--- src/include/ufs_pkg.sv ---
package ufs_pkg;

    // register bus geometry
    localparam int ADDR_W = 32;
    localparam int DATA_W = 32;

    // register byte addresses
    localparam logic [ADDR_W-1:0] DMA_MODE_ADDR = 32'h5000_1194;
    localparam logic [ADDR_W-1:0] FIFO_EN_ADDR  = 32'h5000_1198;
    localparam logic [ADDR_W-1:0] RX_THR_ADDR   = 32'h5000_119c;
    localparam logic [ADDR_W-1:0] TX_THR_ADDR   = 32'h5000_11a0;
    localparam logic [ADDR_W-1:0] IRQ_STAT_ADDR = 32'h5000_11b0;
    localparam logic [ADDR_W-1:0] IRQ_MASK_ADDR = 32'h5000_11b4;

    // field positions inside fifo_control_word
    localparam int FCW_W       = 8;
    localparam int FCW_EN_BIT  = 0;
    localparam int FCW_DMA_BIT = 3;
    localparam int FCW_TX_LSB  = 4;
    localparam int FCW_RX_LSB  = 6;

    // reset values
    localparam logic       DMA_MODE_RST = 1'h0;
    localparam logic       FIFO_EN_RST  = 1'h0;
    localparam logic [1:0] RX_THR_RST   = 2'h0;
    localparam logic [1:0] TX_THR_RST   = 2'h0;
    localparam logic [2:0] IRQ_MASK_RST = 3'h0;

    // interrupt status bits
    localparam int ST_W        = 3;
    localparam int ST_RX_AVAIL = 0;
    localparam int ST_TX_EMPTY = 1;
    localparam int ST_FLUSH    = 2;

    // dma signalling modes
    localparam logic DMA_MODE0 = 1'h0;
    localparam logic DMA_MODE1 = 1'h1;

    // threshold codes
    localparam logic [1:0] RX_TRIG_ONE       = 2'h0;
    localparam logic [1:0] RX_TRIG_QUARTER   = 2'h1;
    localparam logic [1:0] RX_TRIG_HALF      = 2'h2;
    localparam logic [1:0] RX_TRIG_NEAR_FULL = 2'h3;
    localparam logic [1:0] TX_TRIG_EMPTY     = 2'h0;
    localparam logic [1:0] TX_TRIG_TWO       = 2'h1;
    localparam logic [1:0] TX_TRIG_QUARTER   = 2'h2;
    localparam logic [1:0] TX_TRIG_HALF      = 2'h3;

    localparam int FIFO_DEPTH_DEF = 16;
    localparam int RX_NEAR_FULL_GAP = 2;
    localparam int TX_TWO_LEVEL     = 2;

    typedef enum logic {BUS_IDLE, BUS_ACK} ufs_bus_state_type;

endpackage : ufs_pkg

--- src/include/ufs_thr_if.sv ---
`timescale 1ns/1ps
`default_nettype none
interface ufs_thr_if #(parameter int LW = 5);
    logic [1:0]    rx_code;
    logic [1:0]    tx_code;
    logic [LW-1:0] rx_level;
    logic [LW-1:0] tx_level;

    modport cfg (output rx_code, output tx_code, input rx_level, input tx_level);
    modport dec (input rx_code, input tx_code, output rx_level, output tx_level);
endinterface : ufs_thr_if
`default_nettype wire

--- src/design/ufs_trig.sv ---
`timescale 1ns/1ps
`default_nettype none
module ufs_trig #(
    parameter int DEPTH = 16,
    parameter int LW    = 5
) (
    ufs_thr_if.dec thr
);
    import ufs_pkg::*;

    if (DEPTH < 4 || DEPTH % 4 != 0 || LW < $clog2(DEPTH + 1)) begin : g_chk
        $error("ufs_trig: DEPTH must be a multiple of 4, at least 4");
    end

    function automatic logic [LW-1:0] rx_level_of(input logic [1:0] code);
        logic [LW-1:0] lvl;
        lvl = LW'(1);
        case (code)
            RX_TRIG_ONE:       lvl = LW'(1);
            RX_TRIG_QUARTER:   lvl = LW'(DEPTH / 4);
            RX_TRIG_HALF:      lvl = LW'(DEPTH / 2);
            RX_TRIG_NEAR_FULL: lvl = LW'(DEPTH - RX_NEAR_FULL_GAP);
            default:           lvl = LW'(1);
        endcase
        return lvl;
    endfunction : rx_level_of

    function automatic logic [LW-1:0] tx_level_of(input logic [1:0] code);
        logic [LW-1:0] lvl;
        lvl = '0;
        case (code)
            TX_TRIG_EMPTY:   lvl = '0;
            TX_TRIG_TWO:     lvl = LW'(TX_TWO_LEVEL);
            TX_TRIG_QUARTER: lvl = LW'(DEPTH / 4);
            TX_TRIG_HALF:    lvl = LW'(DEPTH / 2);
            default:         lvl = '0;
        endcase
        return lvl;
    endfunction : tx_level_of

    assign thr.rx_level = rx_level_of(thr.rx_code);
    assign thr.tx_level = tx_level_of(thr.tx_code);

endmodule : ufs_trig
`default_nettype wire

--- src/design/ufs_top.sv ---
// Behaviour
// A write to the dma mode mirror changes only the dma mode bit and a read returns it.
// The dma mode bit picks the signalling of the low-active dma requests: 0 mode 0, 1 mode 1; the code uses mode 1 only with the fifos enabled.
// A write to the fifo enable mirror changes only the enable bit and a read returns it.
// The enable bit switches both fifos; clearing it after set flushes both fifo controls.
// A write to the receive threshold mirror changes only its two bits and a read returns them.
// The receive threshold sets the fill level for data-available: 00 one char, 11 two short of full.
// In dma mode 1 the receive request asserts at the level the receive threshold selects.
// A write to the transmit threshold mirror changes only its two bits and a read returns them.
// In programmable empty mode the transmit threshold sets the empty level: 00 empty, 01 two left.
// Other codes: receive 01 quarter, 10 half; transmit 10 quarter, 11 half.
`timescale 1ns/1ps
`default_nettype none
module ufs_top #(
    parameter int DEPTH = ufs_pkg::FIFO_DEPTH_DEF,
    parameter int LW    = $clog2(DEPTH + 1)
) (
    // clock and reset
    input  wire logic                       clk,
    input  wire logic                       sys_rst,
    // avalon-mm slave
    input  wire logic [ufs_pkg::ADDR_W-1:0] avs_address,
    input  wire logic                       avs_read,
    input  wire logic                       avs_write,
    input  wire logic [ufs_pkg::DATA_W-1:0] avs_writedata,
    input  wire logic [3:0]                 avs_byteenable,
    output logic      [ufs_pkg::DATA_W-1:0] avs_readdata,
    output logic                            avs_waitrequest,
    // uart core side
    input  wire logic [LW-1:0]              rx_fill_count,
    input  wire logic [LW-1:0]              tx_fill_count,
    input  wire logic                       prog_empty_mode,
    output logic      [ufs_pkg::FCW_W-1:0]  fifo_control_word,
    output logic                            fifo_flush,
    output logic                            rx_data_avail,
    output logic                            tx_holding_empty,
    // dma and interrupt
    output logic                            dma_rx_req_n,
    output logic                            dma_tx_req_n,
    output logic                            irq
);
    import ufs_pkg::*;

    if (DEPTH < 4 || DEPTH % 4 != 0 || LW < $clog2(DEPTH + 1)) begin : g_chk
        $error("ufs_top: DEPTH must be a multiple of 4, at least 4");
    end

    ufs_bus_state_type bus_q;
    ufs_bus_state_type bus_d;
    logic              dma_mode_q;
    logic              fifo_en_q;
    logic [1:0]        rx_thr_q;
    logic [1:0]        tx_thr_q;
    logic [ST_W-1:0]   stat_q;
    logic [ST_W-1:0]   stat_d;
    logic [ST_W-1:0]   mask_q;
    logic [DATA_W-1:0] rdata_q;
    logic [DATA_W-1:0] rdata_d;
    logic              flush_q;
    logic              rx_avail_q;
    logic              tx_empty_q;
    logic              rx_req_n_q;
    logic              tx_req_n_q;

    // bus decode
    wire req      = avs_read | avs_write;
    wire commit   = (bus_q == BUS_ACK) && avs_write && avs_byteenable[0];
    wire sel_dma  = (avs_address == DMA_MODE_ADDR);
    wire sel_en   = (avs_address == FIFO_EN_ADDR);
    wire sel_rx   = (avs_address == RX_THR_ADDR);
    wire sel_tx   = (avs_address == TX_THR_ADDR);
    wire sel_stat = (avs_address == IRQ_STAT_ADDR);
    wire sel_mask = (avs_address == IRQ_MASK_ADDR);
    wire wr_dma   = commit && sel_dma;
    wire wr_en    = commit && sel_en;
    wire wr_rx    = commit && sel_rx;
    wire wr_tx    = commit && sel_tx;
    wire wr_stat  = commit && sel_stat;
    wire wr_mask  = commit && sel_mask;

    // single-wait answer: one cycle of waitrequest, then the edge that completes it
    always_comb begin
        bus_d = bus_q;
        case (bus_q)
            BUS_IDLE: if (req) bus_d = BUS_ACK;
            BUS_ACK:  bus_d = BUS_IDLE;
            default:  bus_d = BUS_IDLE;
        endcase
    end

    assign avs_waitrequest = req && (bus_q != BUS_ACK);
    assign avs_readdata    = rdata_q;

    // read mux; unmapped reads give zero
    always_comb begin
        rdata_d = '0;
        if (sel_dma) begin
            rdata_d[0] = dma_mode_q;
        end else if (sel_en) begin
            rdata_d[0] = fifo_en_q;
        end else if (sel_rx) begin
            rdata_d[1:0] = rx_thr_q;
        end else if (sel_tx) begin
            rdata_d[1:0] = tx_thr_q;
        end else if (sel_stat) begin
            rdata_d[ST_W-1:0] = stat_q;
        end else if (sel_mask) begin
            rdata_d[ST_W-1:0] = mask_q;
        end
    end

    always_ff @(posedge clk or posedge sys_rst) begin
        if (sys_rst) begin
            bus_q   <= BUS_IDLE;
            rdata_q <= '0;
        end else begin
            bus_q <= bus_d;
            if (bus_q == BUS_IDLE && avs_read) rdata_q <= rdata_d;
        end
    end

    // mirrored fields, each written alone
    always_ff @(posedge clk or posedge sys_rst) begin
        if (sys_rst) begin
            dma_mode_q <= DMA_MODE_RST;
            fifo_en_q  <= FIFO_EN_RST;
            rx_thr_q   <= RX_THR_RST;
            tx_thr_q   <= TX_THR_RST;
            mask_q     <= IRQ_MASK_RST;
        end else begin
            if (wr_dma) dma_mode_q <= avs_writedata[0];
            if (wr_en) fifo_en_q <= avs_writedata[0];
            if (wr_rx) rx_thr_q <= avs_writedata[1:0];
            if (wr_tx) tx_thr_q <= avs_writedata[1:0];
            if (wr_mask) mask_q <= avs_writedata[ST_W-1:0];
        end
    end

    always_comb begin
        fifo_control_word = '0;
        fifo_control_word[FCW_EN_BIT]             = fifo_en_q;
        fifo_control_word[FCW_DMA_BIT]            = dma_mode_q;
        fifo_control_word[FCW_TX_LSB +: 2]        = tx_thr_q;
        fifo_control_word[FCW_RX_LSB +: 2]        = rx_thr_q;
    end

    // threshold decode
    ufs_thr_if #(.LW(LW)) thr_bus ();
    ufs_trig #(.DEPTH(DEPTH), .LW(LW)) u_trig (
        .thr (thr_bus)
    );
    assign thr_bus.rx_code = rx_thr_q;
    assign thr_bus.tx_code = tx_thr_q;

    // level conditions; with fifos off only the holding slot counts
    wire en_clear   = wr_en && fifo_en_q && !avs_writedata[0];
    wire rx_at_thr  = (rx_fill_count >= thr_bus.rx_level);
    wire rx_any     = (rx_fill_count != '0);
    wire tx_at_thr  = (tx_fill_count <= thr_bus.tx_level);
    wire tx_none    = (tx_fill_count == '0);
    wire rx_avail_d = fifo_en_q ? rx_at_thr : rx_any;
    wire tx_empty_d = (fifo_en_q && prog_empty_mode) ? tx_at_thr : tx_none;
    wire mode1      = fifo_en_q && (dma_mode_q == DMA_MODE1);
    wire rx_req_d   = mode1 ? rx_at_thr : rx_any;
    wire tx_req_d   = mode1 ? tx_at_thr : tx_none;

    always_ff @(posedge clk or posedge sys_rst) begin
        if (sys_rst) begin
            flush_q    <= 1'h0;
            rx_avail_q <= 1'h0;
            tx_empty_q <= 1'h0;
            rx_req_n_q <= 1'h1;
            tx_req_n_q <= 1'h1;
        end else begin
            flush_q    <= en_clear;
            rx_avail_q <= rx_avail_d;
            tx_empty_q <= tx_empty_d;
            rx_req_n_q <= ~rx_req_d;
            tx_req_n_q <= ~tx_req_d;
        end
    end

    assign fifo_flush       = flush_q;
    assign rx_data_avail    = rx_avail_q;
    assign tx_holding_empty = tx_empty_q;
    assign dma_rx_req_n     = rx_req_n_q;
    assign dma_tx_req_n     = tx_req_n_q;

    // sticky status: set wins over write-one clear
    wire [ST_W-1:0] stat_set = {en_clear, tx_empty_d & ~tx_empty_q, rx_avail_d & ~rx_avail_q};
    wire [ST_W-1:0] stat_clr = wr_stat ? avs_writedata[ST_W-1:0] : '0;
    assign stat_d = (stat_q & ~stat_clr) | stat_set;

    always_ff @(posedge clk or posedge sys_rst) begin
        if (sys_rst) stat_q <= '0;
        else stat_q <= stat_d;
    end

    assign irq = |(stat_q & mask_q);
endmodule : ufs_top
`default_nettype wire

--- config.mk ---
export PLATFORM = sky130hd
export DESIGN_NAME = ufs_top
export DESIGN_NICKNAME = d
export VERILOG_FILES = /design/src/include/ufs_pkg.sv /design/src/include/ufs_thr_if.sv /design/src/design/ufs_trig.sv /design/src/design/ufs_top.sv
export SDC_FILE = /design/constraint.sdc
export NUM_CORES = 1
export LEC_CHECK = 0
export BUFFER_PORTS_ARGS = -buffer_cell sky130_fd_sc_hd__buf_2
export CAP_MARGIN = 20
export CORE_AREA = 10 10 89 67
export CTS_BUF_LIST = sky130_fd_sc_hd__clkbuf_8
export DETAILED_ROUTE_END_ITERATION = 6
export DIE_AREA = 0 0 99 77
export PLACE_DENSITY = 0.87
export SYNTH_ARGS = -nofsm -noshare
export SYNTH_HDL_FRONTEND = slang
export SYNTH_HIERARCHICAL = 1
export SYNTH_SLANG_ARGS = --single-unit
--- constraint.sdc ---
create_clock -name clk -period 2.4 [get_ports clk]
set_clock_uncertainty 0.15 [all_clocks]
set_input_delay 0.12 -clock clk [delete_from_list [all_inputs] [get_ports clk]]
set_output_delay 0.12 -clock clk [all_outputs]
set_load 0.1 [all_outputs]
==> flow_summary_export.csv, run 1 <==
group,metric,value,unit
status,status,"completed",
sta,fin_ws,0.237,ns
cts,clk_path_buf_depth,2,
pwr,power,968,µW
cts,cts.clk_slew.worst_paths,0.08,ns
pwr,intPower,546,µW
synth,yosysWarnings,6,
setup_path,max_stage_delay,0.54,ns
grt,grt_pass1_vias,1618,
routing,first_iter_violations,61,
sta,finalSetupViolCount,0,
sta,period_share,90.1,%
synth,netlist_instances,190,
sta,slew_violations,0,
floorplanning,core_area,4280,µm²
worst_hold_path,min_delay_path_depth,2,
placed_design,dp_cells,306,
finish,diodes,0,
worst_hold_path,hold_path_end,"rx_thr_q[0]",
pwr,p_sw_share,43.6,%
grt,antenna_found_initial,0,
routing,drc,0,
routing,via_per_inst,4.72,
synth,synthArstFlopShare,100,%
cts,cts-root-buf,"clkbuf_8",
worst_hold_path,min_from,"avs_writedata[0]",
routing,wire_per_inst,15.0,µm
setup_path,worst-path-buf-inv,4,
flow_run,maxCapViolCount,0,
placed_design,gp_congestion,0.865,
floorplanning,io_pins,130,
routing,first_pass_iters,4,
cts,cts_tree,"done",
cts,cts_resized,0,
pwr,p_seq_share,38.4,%
sta,setup_tns,0,ns
finish,post-route-util,49.2,%
pwr,power_leakage,1.11,nW
floorplanning,dieWidth,99,µm
floorplanning,start_util,40.8,%
setup_path,cpLargestDelayFamily,"buffers and inverters",
sta,fmax,462,MHz
setup_path,worst-setup-path-type,"in2out",
placed_design,hpwl,4170,µm
finish,syn_to_final_growth,20.6,%
setup_path,r2r_slack,0.44,ns
placed_design,dpl_cell_area,2000,µm²
synth,syn_area_per_cell,9.19,µm²
floorplanning,num_rows,20,
sta,rsz0062_at_grt,"false",
pwr,powerDensity,460,nW/µm²
synth,synth_cell_types,46,
synth,ys_seq_elements,21,
grt,grt_pass1_wl,7670,µm
routing,drt_wl_total,4740,µm
floorplanning,dieArea,7620,µm²
sta,finalCriticalPeriod,2.16,ns
cts,htree_levels,1,
setup_path,critPathMaxFanout,2,
cts,post_cts_buffers,0,
synth,synth_area_leaders,"dfrtp_1 27%, buf_4 15%, ha_1 7.2%",
setup_path,r2r-start,"thr_bus.tx_code[0]",
sta,hold_viol,0,
grt,grt-ovfl-total,0,
pwr,p_clk_share,23.6,%
cts,cts_buffers,3,
pwr,p_switching,422,µW
finish,drive_gt1_share,34.5,%
setup_path,cp.arrival,1.89,ns
setup_path,worst-path-stages,6,
finish,fin_nets,355,
setup_path,reg2regPathDepth,7,
placed_design,port_buffers,66,
worst_hold_path,hold_path_class,"in2reg",
sta,slew_headroom,46.2,%
sta,worst_slew_pin_slew,0.806,ns
synth,synth_enable_flop_cells,0,
setup_path,crit_chain,"dlygate4sd3_1 > buf_2 > nor2_1 > dlygate4sd3_1 > nor2_1 > buf_2",
finish,final_area,2110,µm²
routing,drt.antenna.violating_nets,0,
setup_path,slowest_stage,"dlygate4sd3_1",
cts,cts_sinks,21,
setup_path,cp-start-kind,"primary input",
pwr,ir_drop,230,µV
setup_path,r2r-end,"stat_q[1]",
cts,cts_hold_buf,6,
sta,hold_slack,0.0359,ns
finish,finalNonFillerCells,316,
synth,yosys.area.top_type,"dfrtp_1",
grt,gr-usage-all-layers,12.0,%
setup_path,crit_required,2.13,ns
synth,netlist_area,1750,µm²
placed_design,pre_cts_ws,0.165,ns
setup_path,end_kind,"output port",
grt,grt_max_degree,22,
synth,synth_seq_area_share,30.2,%
synth,synthFlopType,"dfrtp_1",
synth,synth_top_area_share,27.2,%
floorplanning,die_h,77,µm
routing,vias,1490,
cts,clkLatencyLatePin,0.26,ns
pwr,combPwrFrac,38.0,%
-- cell families after synthesis --
group,Yosys count,synth area share [%]
adders and majority gates,10,7.16
DFF,21,30.2
muxes,12,7.66
AOI/OAI and AO/OA,28,11.0
and+or+nand+nor,60,23.5
other,2,0.430
buffers and inverters,57,20.0
-- cells in the final DEF (no fill, tap or decap), types with 3 or more instances in the layout --
master | Yosys | final
mux2_1 | 9 | 9
inv_1 | 18 | 19
dlygate4sd3_1 | 0 | 6
nand2_1 | 13 | 13
a21oi_1 | 6 | 6
nor4_1 | 3 | 3
buf_2 | 0 | 66
a22o_1 | 4 | 4
ha_1 | 10 | 10
nand3_1 | 6 | 6
o21ai_0 | 6 | 6
clkbuf_8 | 0 | 3
nor2_1 | 10 | 10
o21a_1 | 3 | 3
dfrtp_1 | 19 | 17
conb_1 | 2 | 34
-- flip-flops by register name, summed over array words and instances (netlist names) --
| name | flops |
|---|---|
| tx_holding_empty | 1 |
| mask_q | 3 |
| thr_bus.tx_code | 2 |
| dma_mode_q | 1 |
| dma_tx_req_n | 1 |
| stat_q | 3 |
| fifo_flush | 1 |
| rx_data_avail | 1 |
| bus_q | 1 |
| rx_thr_q | 2 |
| avs_readdata | 3 |
| dma_rx_req_n | 1 |
| fifo_en_q | 1 |
-- area by class of cell --
class                   instances  area [µm²]
clock buffers                   3        41.3
clock inverters                 1        3.75
fillers                       411        2170
inverters                      18        67.6
multi-input cells             144         990
flip-flops and latches         21         531
well taps                      55        68.8
repair buffers                 74         405
-- power groups by stage --
stage,combinational (mW),clock [mW],sequential [mW]
2_1_floorplan,0.329,0,0.384
3_3_place_gp,0.352,0,0.377
3_5_place_dp,0.357,0,0.378
4_1_cts,0.365,0.237,0.371
5_1_grt,0.390,0.249,0.373
6_report,0.368,0.229,0.371
-- Yosys cell counts, types with 2 or more instances --
master,number
nand3_1,6
inv_1,18
a211o_1,2
nor3_1,2
clkbuf_1,3
nor2b_1,2
o21ai_0,6
o21a_1,3
ha_1,10
mux2_1,9
conb_1,2
nand2b_1,2
nor4b_1,2
or4_1,2
buf_4,36
o41ai_1,2
nor2_1,10
mux2_2,2
nand2_1,13
nor4_1,3
nor4_2,2
dfrtp_1,19
a21oi_1,6
dfstp_2,2
and2_1,2
a22o_1,4
-- worst max path at each step --
stage                              start         endpoint  slack [ns]
final                           avs_read  avs_waitrequest        0.24
after global routing            avs_read  avs_waitrequest        0.13
after CTS                       avs_read  avs_waitrequest        0.22
after detailed placement  avs_address[1]      rx_thr_q[1]        0.16
after global placement    avs_address[1]      rx_thr_q[1]        0.20
after floorplan              rx_thr_q[1]        stat_q[0]        0.11
-- layer usage --
layer  wire length (µm)  track usage, %  vias up
met1               2110            14.4      683
met2               2150            18.6       66
met5                  0               0        -
met4                 20            2.14        0
li1                   -               -      737
met3                460            6.18        4
Note: power is estimated with default switching activity, not from simulation.
==> run 2: changes to the inputs <==
--- a/config.mk
+++ b/config.mk
@@ -5,13 +5,13 @@
 export SDC_FILE = /design/constraint.sdc
 export NUM_CORES = 1
 export LEC_CHECK = 0
-export BUFFER_PORTS_ARGS = -buffer_cell sky130_fd_sc_hd__buf_2
 export CAP_MARGIN = 20
-export CORE_AREA = 10 10 89 67
+export CORE_AREA = 10 10 84 64
 export CTS_BUF_LIST = sky130_fd_sc_hd__clkbuf_8
 export DETAILED_ROUTE_END_ITERATION = 6
-export DIE_AREA = 0 0 99 77
-export PLACE_DENSITY = 0.87
+export DIE_AREA = 0 0 94 74
+export DONT_BUFFER_PORTS = 1
+export PLACE_DENSITY = 0.67
 export SYNTH_ARGS = -nofsm -noshare
 export SYNTH_HDL_FRONTEND = slang
 export SYNTH_HIERARCHICAL = 1
==> flow_summary_export.csv, run 2 (synthesis gave the netlist of run 1 again) <==
group,metric,value,unit
status,status,"completed",
floorplanning,start_util,45.9,%
placed_design,dp_cells,248,
cts,cts.clk_slew.worst_paths,0.08,ns
setup_path,crit_required,2.41,ns
grt,grt_max_degree,22,
grt,grt_pass1_wl,6650,µm
sta,slew_headroom,41.7,%
cts,clkLatencyLatePin,0.27,ns
floorplanning,num_rows,19,
finish,final_common_cell,"conb_1",
routing,drc,0,
floorplanning,die_h,74,µm
cts,htree_levels,1,
setup_path,cp-start-kind,"flop",
setup_path,worst-setup-path-type,"reg2reg",
worst_hold_path,hold_path_class,"in2reg",
finish,diodes,0,
finish,final_cell_mix,"34 x conb_1, 18 x inv_1, 17 x dfrtp_1",
sta,finalCriticalPeriod,2.25,ns
setup_path,r2r-start,"bus_q",
finish,syn_to_final_growth,11.5,%
sta,hold_viol,0,
pwr,powerDensity,485,nW/µm²
routing,drt_wl_total,4330,µm
routing,drt.antenna.violating_nets,0,
pwr,ir_drop,330,µV
sta,finalSetupViolCount,0,
setup_path,crit_chain,"nand3_1 > nor4_4 > nand3b_1 > mux2_1 > dlygate4sd3_1",
sta,fmax,445,MHz
sta,slew_violations,0,
grt,antenna_found_initial,0,
finish,finalNonFillerCells,266,
setup_path,critPathMaxFanout,4,
setup_path,cpLargestDelayFamily,"simple AND/OR/NAND/NOR gates",
routing,wire_per_inst,16.3,µm
worst_hold_path,min_from,"avs_read",
setup_path,cp.arrival,2.26,ns
placed_design,port_buffers,0,
routing,vias,1300,
grt,gr-usage-all-layers,11.8,%
setup_path,worst-path-buf-inv,1,
cts,cts_buffers,3,
setup_path,max_stage_delay,0.56,ns
grt,grt_pass1_vias,1324,
setup_path,cp-startpoint,"bus_q",
floorplanning,core_area,3800,µm²
placed_design,gp_congestion,0.775,
routing,first_iter_violations,37,
finish,fin_nets,308,
pwr,power_leakage,0.939,nW
sta,setup_tns,0,ns
sta,period_share,93.7,%
setup_path,slowest_stage,"dlygate4sd3_1",
cts,cts_tree,"done",
floorplanning,io_pins,130,
grt,grt-ovfl-total,0,
routing,via_per_inst,4.89,
setup_path,end_kind,"flop",
sta,rsz0062_at_grt,"false",
cts,clk_path_buf_depth,2,
finish,final_area,1950,µm²
placed_design,dpl_cell_area,1750,µm²
cts,cts-root-buf,"clkbuf_8",
placed_design,hpwl,3550,µm
cts,post_cts_buffers,0,
finish,drive_gt1_share,17.3,%
sta,worst_slew_pin_slew,0.874,ns
floorplanning,dieArea,6960,µm²
routing,first_pass_iters,4,
floorplanning,dieWidth,94,µm
cts,cts_sinks,21,
flow_run,maxCapViolCount,0,
[run 2: cell types whose count changed in the layout (fill, tap and decap cells not counted), sizes merged]
cell,before,now
dlygate4sd3,6,14
clkinv,0,1
inv,19,18
buf,68,13
[run 2: cell type report]
type	instances	area, µm²
clock buffers	3	41.3
clock inverters	1	5.00
fillers	381	1860
inverters	18	67.6
multi-input cells	144	1000
flip-flops and latches	21	531
well taps	52	65.1
repair buffers	27	238
[run 2: repair_timing]
item	in CTS	in global routing
hold buffers	14	0
endpoints found under the hold margin	38	0
setup endpoints to repair	0	1
resized for setup	0	1
[run 2: worst register-to-register path, delay by kind of cell (launching register included)]
family	cells	cell delay, ns
and+or+nand+nor	3	0.69
muxes	1	0.34
DFF	1	0.39
buffers and inverters	1	0.56
[run 2: worst paths after layout]
| kind | end | slack, ns | depth (start not counted) |
|---|---|---|---|
| max | thr_bus.tx_code[1] | 0.15 | 5 |
| min | avs_readdata[2] | 0.01 | 2 |
| max reg2reg | thr_bus.tx_code[1] | 0.15 | 5 |
| min reg2reg | stat_q[2] | 0.36 | 1 |
| max in group asynchronous | thr_bus.tx_code[1] | 1.25 | 2 |
| min in group asynchronous | tx_holding_empty | 0.29 | 2 |
[run 2: routing by layer]
metal / vias to the layer above / routed length [µm] / global-route usage (%) / part of all wire, %
met4: 0 / 29 / 2.52 / 0.67
met5: - / 0 / 0 / 0
met2: 47 / 2010 / 19.1 / 47
li1: 642 / - / - / -
met1: 608 / 1910 / 14.6 / 44
met3: 3 / 372 / 4.92 / 8.6
[run 2: where the power goes]
group / total (mW) / internal [mW] / switching (mW)
clock: 0.243 / 0.116 / 0.127
combinational: 0.325 / 0.0477 / 0.277
sequential: 0.376 / 0.363 / 0.0123
[run 2: stage by stage]
stage	utilization [%]	power, mW	hold WS (ns)	setup slack, ns
global route	51.2	0.982	0.0334	0.0350
detailed placement	46.1	0.685	0.0660	0.272
finish	51.2	0.944	0.00955	0.151
floorplan	-	0.713	-0.0551	0.113
CTS	51.0	0.948	0.000875	0.143
global placement	46.1	0.683	0.0509	0.295
==> run 3: changes to the inputs <==
--- a/config.mk
+++ b/config.mk
@@ -6,12 +6,12 @@
 export NUM_CORES = 1
 export LEC_CHECK = 0
 export CAP_MARGIN = 20
-export CORE_AREA = 10 10 84 64
+export CORE_AREA = 5 5 91 68
 export CTS_BUF_LIST = sky130_fd_sc_hd__clkbuf_8
 export DETAILED_ROUTE_END_ITERATION = 6
-export DIE_AREA = 0 0 94 74
+export DIE_AREA = 0 0 96 73
 export DONT_BUFFER_PORTS = 1
-export PLACE_DENSITY = 0.67
+export PLACE_DENSITY = 0.54
 export SYNTH_ARGS = -nofsm -noshare
 export SYNTH_HDL_FRONTEND = slang
 export SYNTH_HIERARCHICAL = 1
==> flow_summary_export.csv, run 3 (synthesis gave the netlist of run 1 again) <==
group,metric,value,unit
floorplanning,io_pins,130,
finish,final_cell_mix,"34 x conb_1, 19 x inv_1, 17 x dfrtp_1",
routing,via_per_inst,4.45,
floorplanning,dieWidth,96,µm
floorplanning,dieArea,7010,µm²
finish,multi_input_area,992,µm²
sta,finalCriticalPeriod,2.29,ns
finish,final_common_cell,"conb_1",
grt,grt_pass1_wl,6330,µm
setup_path,cp-start-kind,"flop",
cts,post_cts_buffers,0,
cts,clkLatencyLatePin,0.26,ns
sta,finalSetupViolCount,0,
routing,first_pass_iters,4,
worst_hold_path,hold_path_class,"in2reg",
floorplanning,die_h,73,µm
finish,fin_nets,305,
finish,n_fill_cell,580,
routing,wire_per_inst,14.2,µm
setup_path,crit_required,2.39,ns
grt,gr-usage-all-layers,11.6,%
finish,drive_gt1_share,17.1,%
cts,cts.clk_slew.worst_paths,0.08,ns
placed_design,hpwl,3340,µm
sta,rsz0062_at_grt,"false",
pwr,powerDensity,477,nW/µm²
routing,drc,0,
routing,first_iter_violations,38,
sta,period_share,95.3,%
status,status,"completed",
sta,hold_viol,0,
routing,vias,1272,
routing,drt.antenna.violating_nets,0,
finish,syn_to_final_growth,10.9,%
pwr,power_leakage,0.921,nW
cts,cts_buffers,3,
placed_design,port_buffers,0,
sta,fmax,437,MHz
floorplanning,start_util,32.6,%
grt,grt_pass1_vias,1243,
cts,cts_hold_buf,11,
sta,slew_violations,0,
cts,clk_path_buf_depth,2,
setup_path,end_kind,"flop",
cts,cts_sinks,21,
cts,htree_levels,1,
grt,grt_max_degree,22,
sta,slew_headroom,41.7,%
pwr,ir_drop,142,µV
finish,seqCellArea,531,µm²
setup_path,critPathMaxFanout,4,
cts,cts_resized,0,
flow_run,maxCapViolCount,0,
grt,grt-ovfl-total,0,
pwr,power,923,µW
cts,cts-root-buf,"clkbuf_8",
setup_path,worst-setup-path-type,"reg2reg",
floorplanning,core_area,5350,µm²
grt,antenna_found_initial,0,
finish,diodes,0,
setup_path,cp.arrival,2.28,ns
floorplanning,num_rows,23,
routing,drt_wl_total,4070,µm
sta,worst_slew_pin_slew,0.874,ns
sta,setup_tns,0,ns
placed_design,gp_congestion,0.719,
cts,cts_tree,"done",
[run 3: cell types whose count changed in the layout (fill, tap and decap cells not counted), sizes merged]
cell	previous run	this run
inv	18	19
dlygate4sd3	14	11
clkinv	1	0
[run 3: worst paths after layout]
kind                                     start            endpoint  slack (ns)  depth (start not counted)
worst max-delay path                     bus_q  thr_bus.tx_code[0]        0.11                          5
min in group asynchronous              sys_rst     avs_readdata[0]        0.30                          2
max in group asynchronous              sys_rst  thr_bus.tx_code[0]        1.26                          2
worst max register to register           bus_q  thr_bus.tx_code[0]        0.11                          5
worst min-delay path            avs_address[3]     avs_readdata[0]        0.01                          3
worst min register to register       stat_q[2]           stat_q[2]        0.37                          1
[run 3: layer usage]
| layer | global-route usage, % | wire length, µm | vias up |
|---|---|---|---|
| met5 | 0 | 0 | - |
| li1 | - | - | 635 |
| met3 | 4.12 | 450 | 2 |
| met4 | 1.42 | 17 | 0 |
| met2 | 17.1 | 1800 | 65 |
| met1 | 16.6 | 1810 | 570 |
[run 3: final cells by class]
cell class	instances	share of cell area (%)
clock buffers	3	2.13
clock inverters	1	0.194
flip-flops and latches	21	27.4
inverters	18	3.49
repair buffers	24	10.7
well taps	75	4.84
multi-input cells	144	51.2
[run 3: metrics by stage]
stage	utilization (%)	worst slack (ns)	area (µm²)	hold slack, ns	std cells
2_1_floorplan	-	0.113	1870	-0.0551	222
3_3_place_gp	33.3	0.269	1780	0.0568	271
3_5_place_dp	33.3	0.242	1780	0.0476	271
4_1_cts	36.2	0.150	1940	0.00627	286
5_1_grt	36.2	0.00257	1940	0.00789	286
6_report	36.2	0.114	1940	0.0100	286
[run 3: worst max-delay path, stage by stage (launching register included)]
cell	delay, ns
dfrtp_1	0.40
nand3_1	0.23
nor4_2	0.33
nand3b_1	0.17
mux2_1	0.33
dlygate4sd3_1	0.56
[run 3: report_power, final]
part	switching, mW	internal [mW]	leakage, nW
Clock	0.114	0.114	0.0269
Sequential	0.0125	0.363	0.268
Combinational	0.275	0.0447	0.625
Total	0.401	0.522	0.921
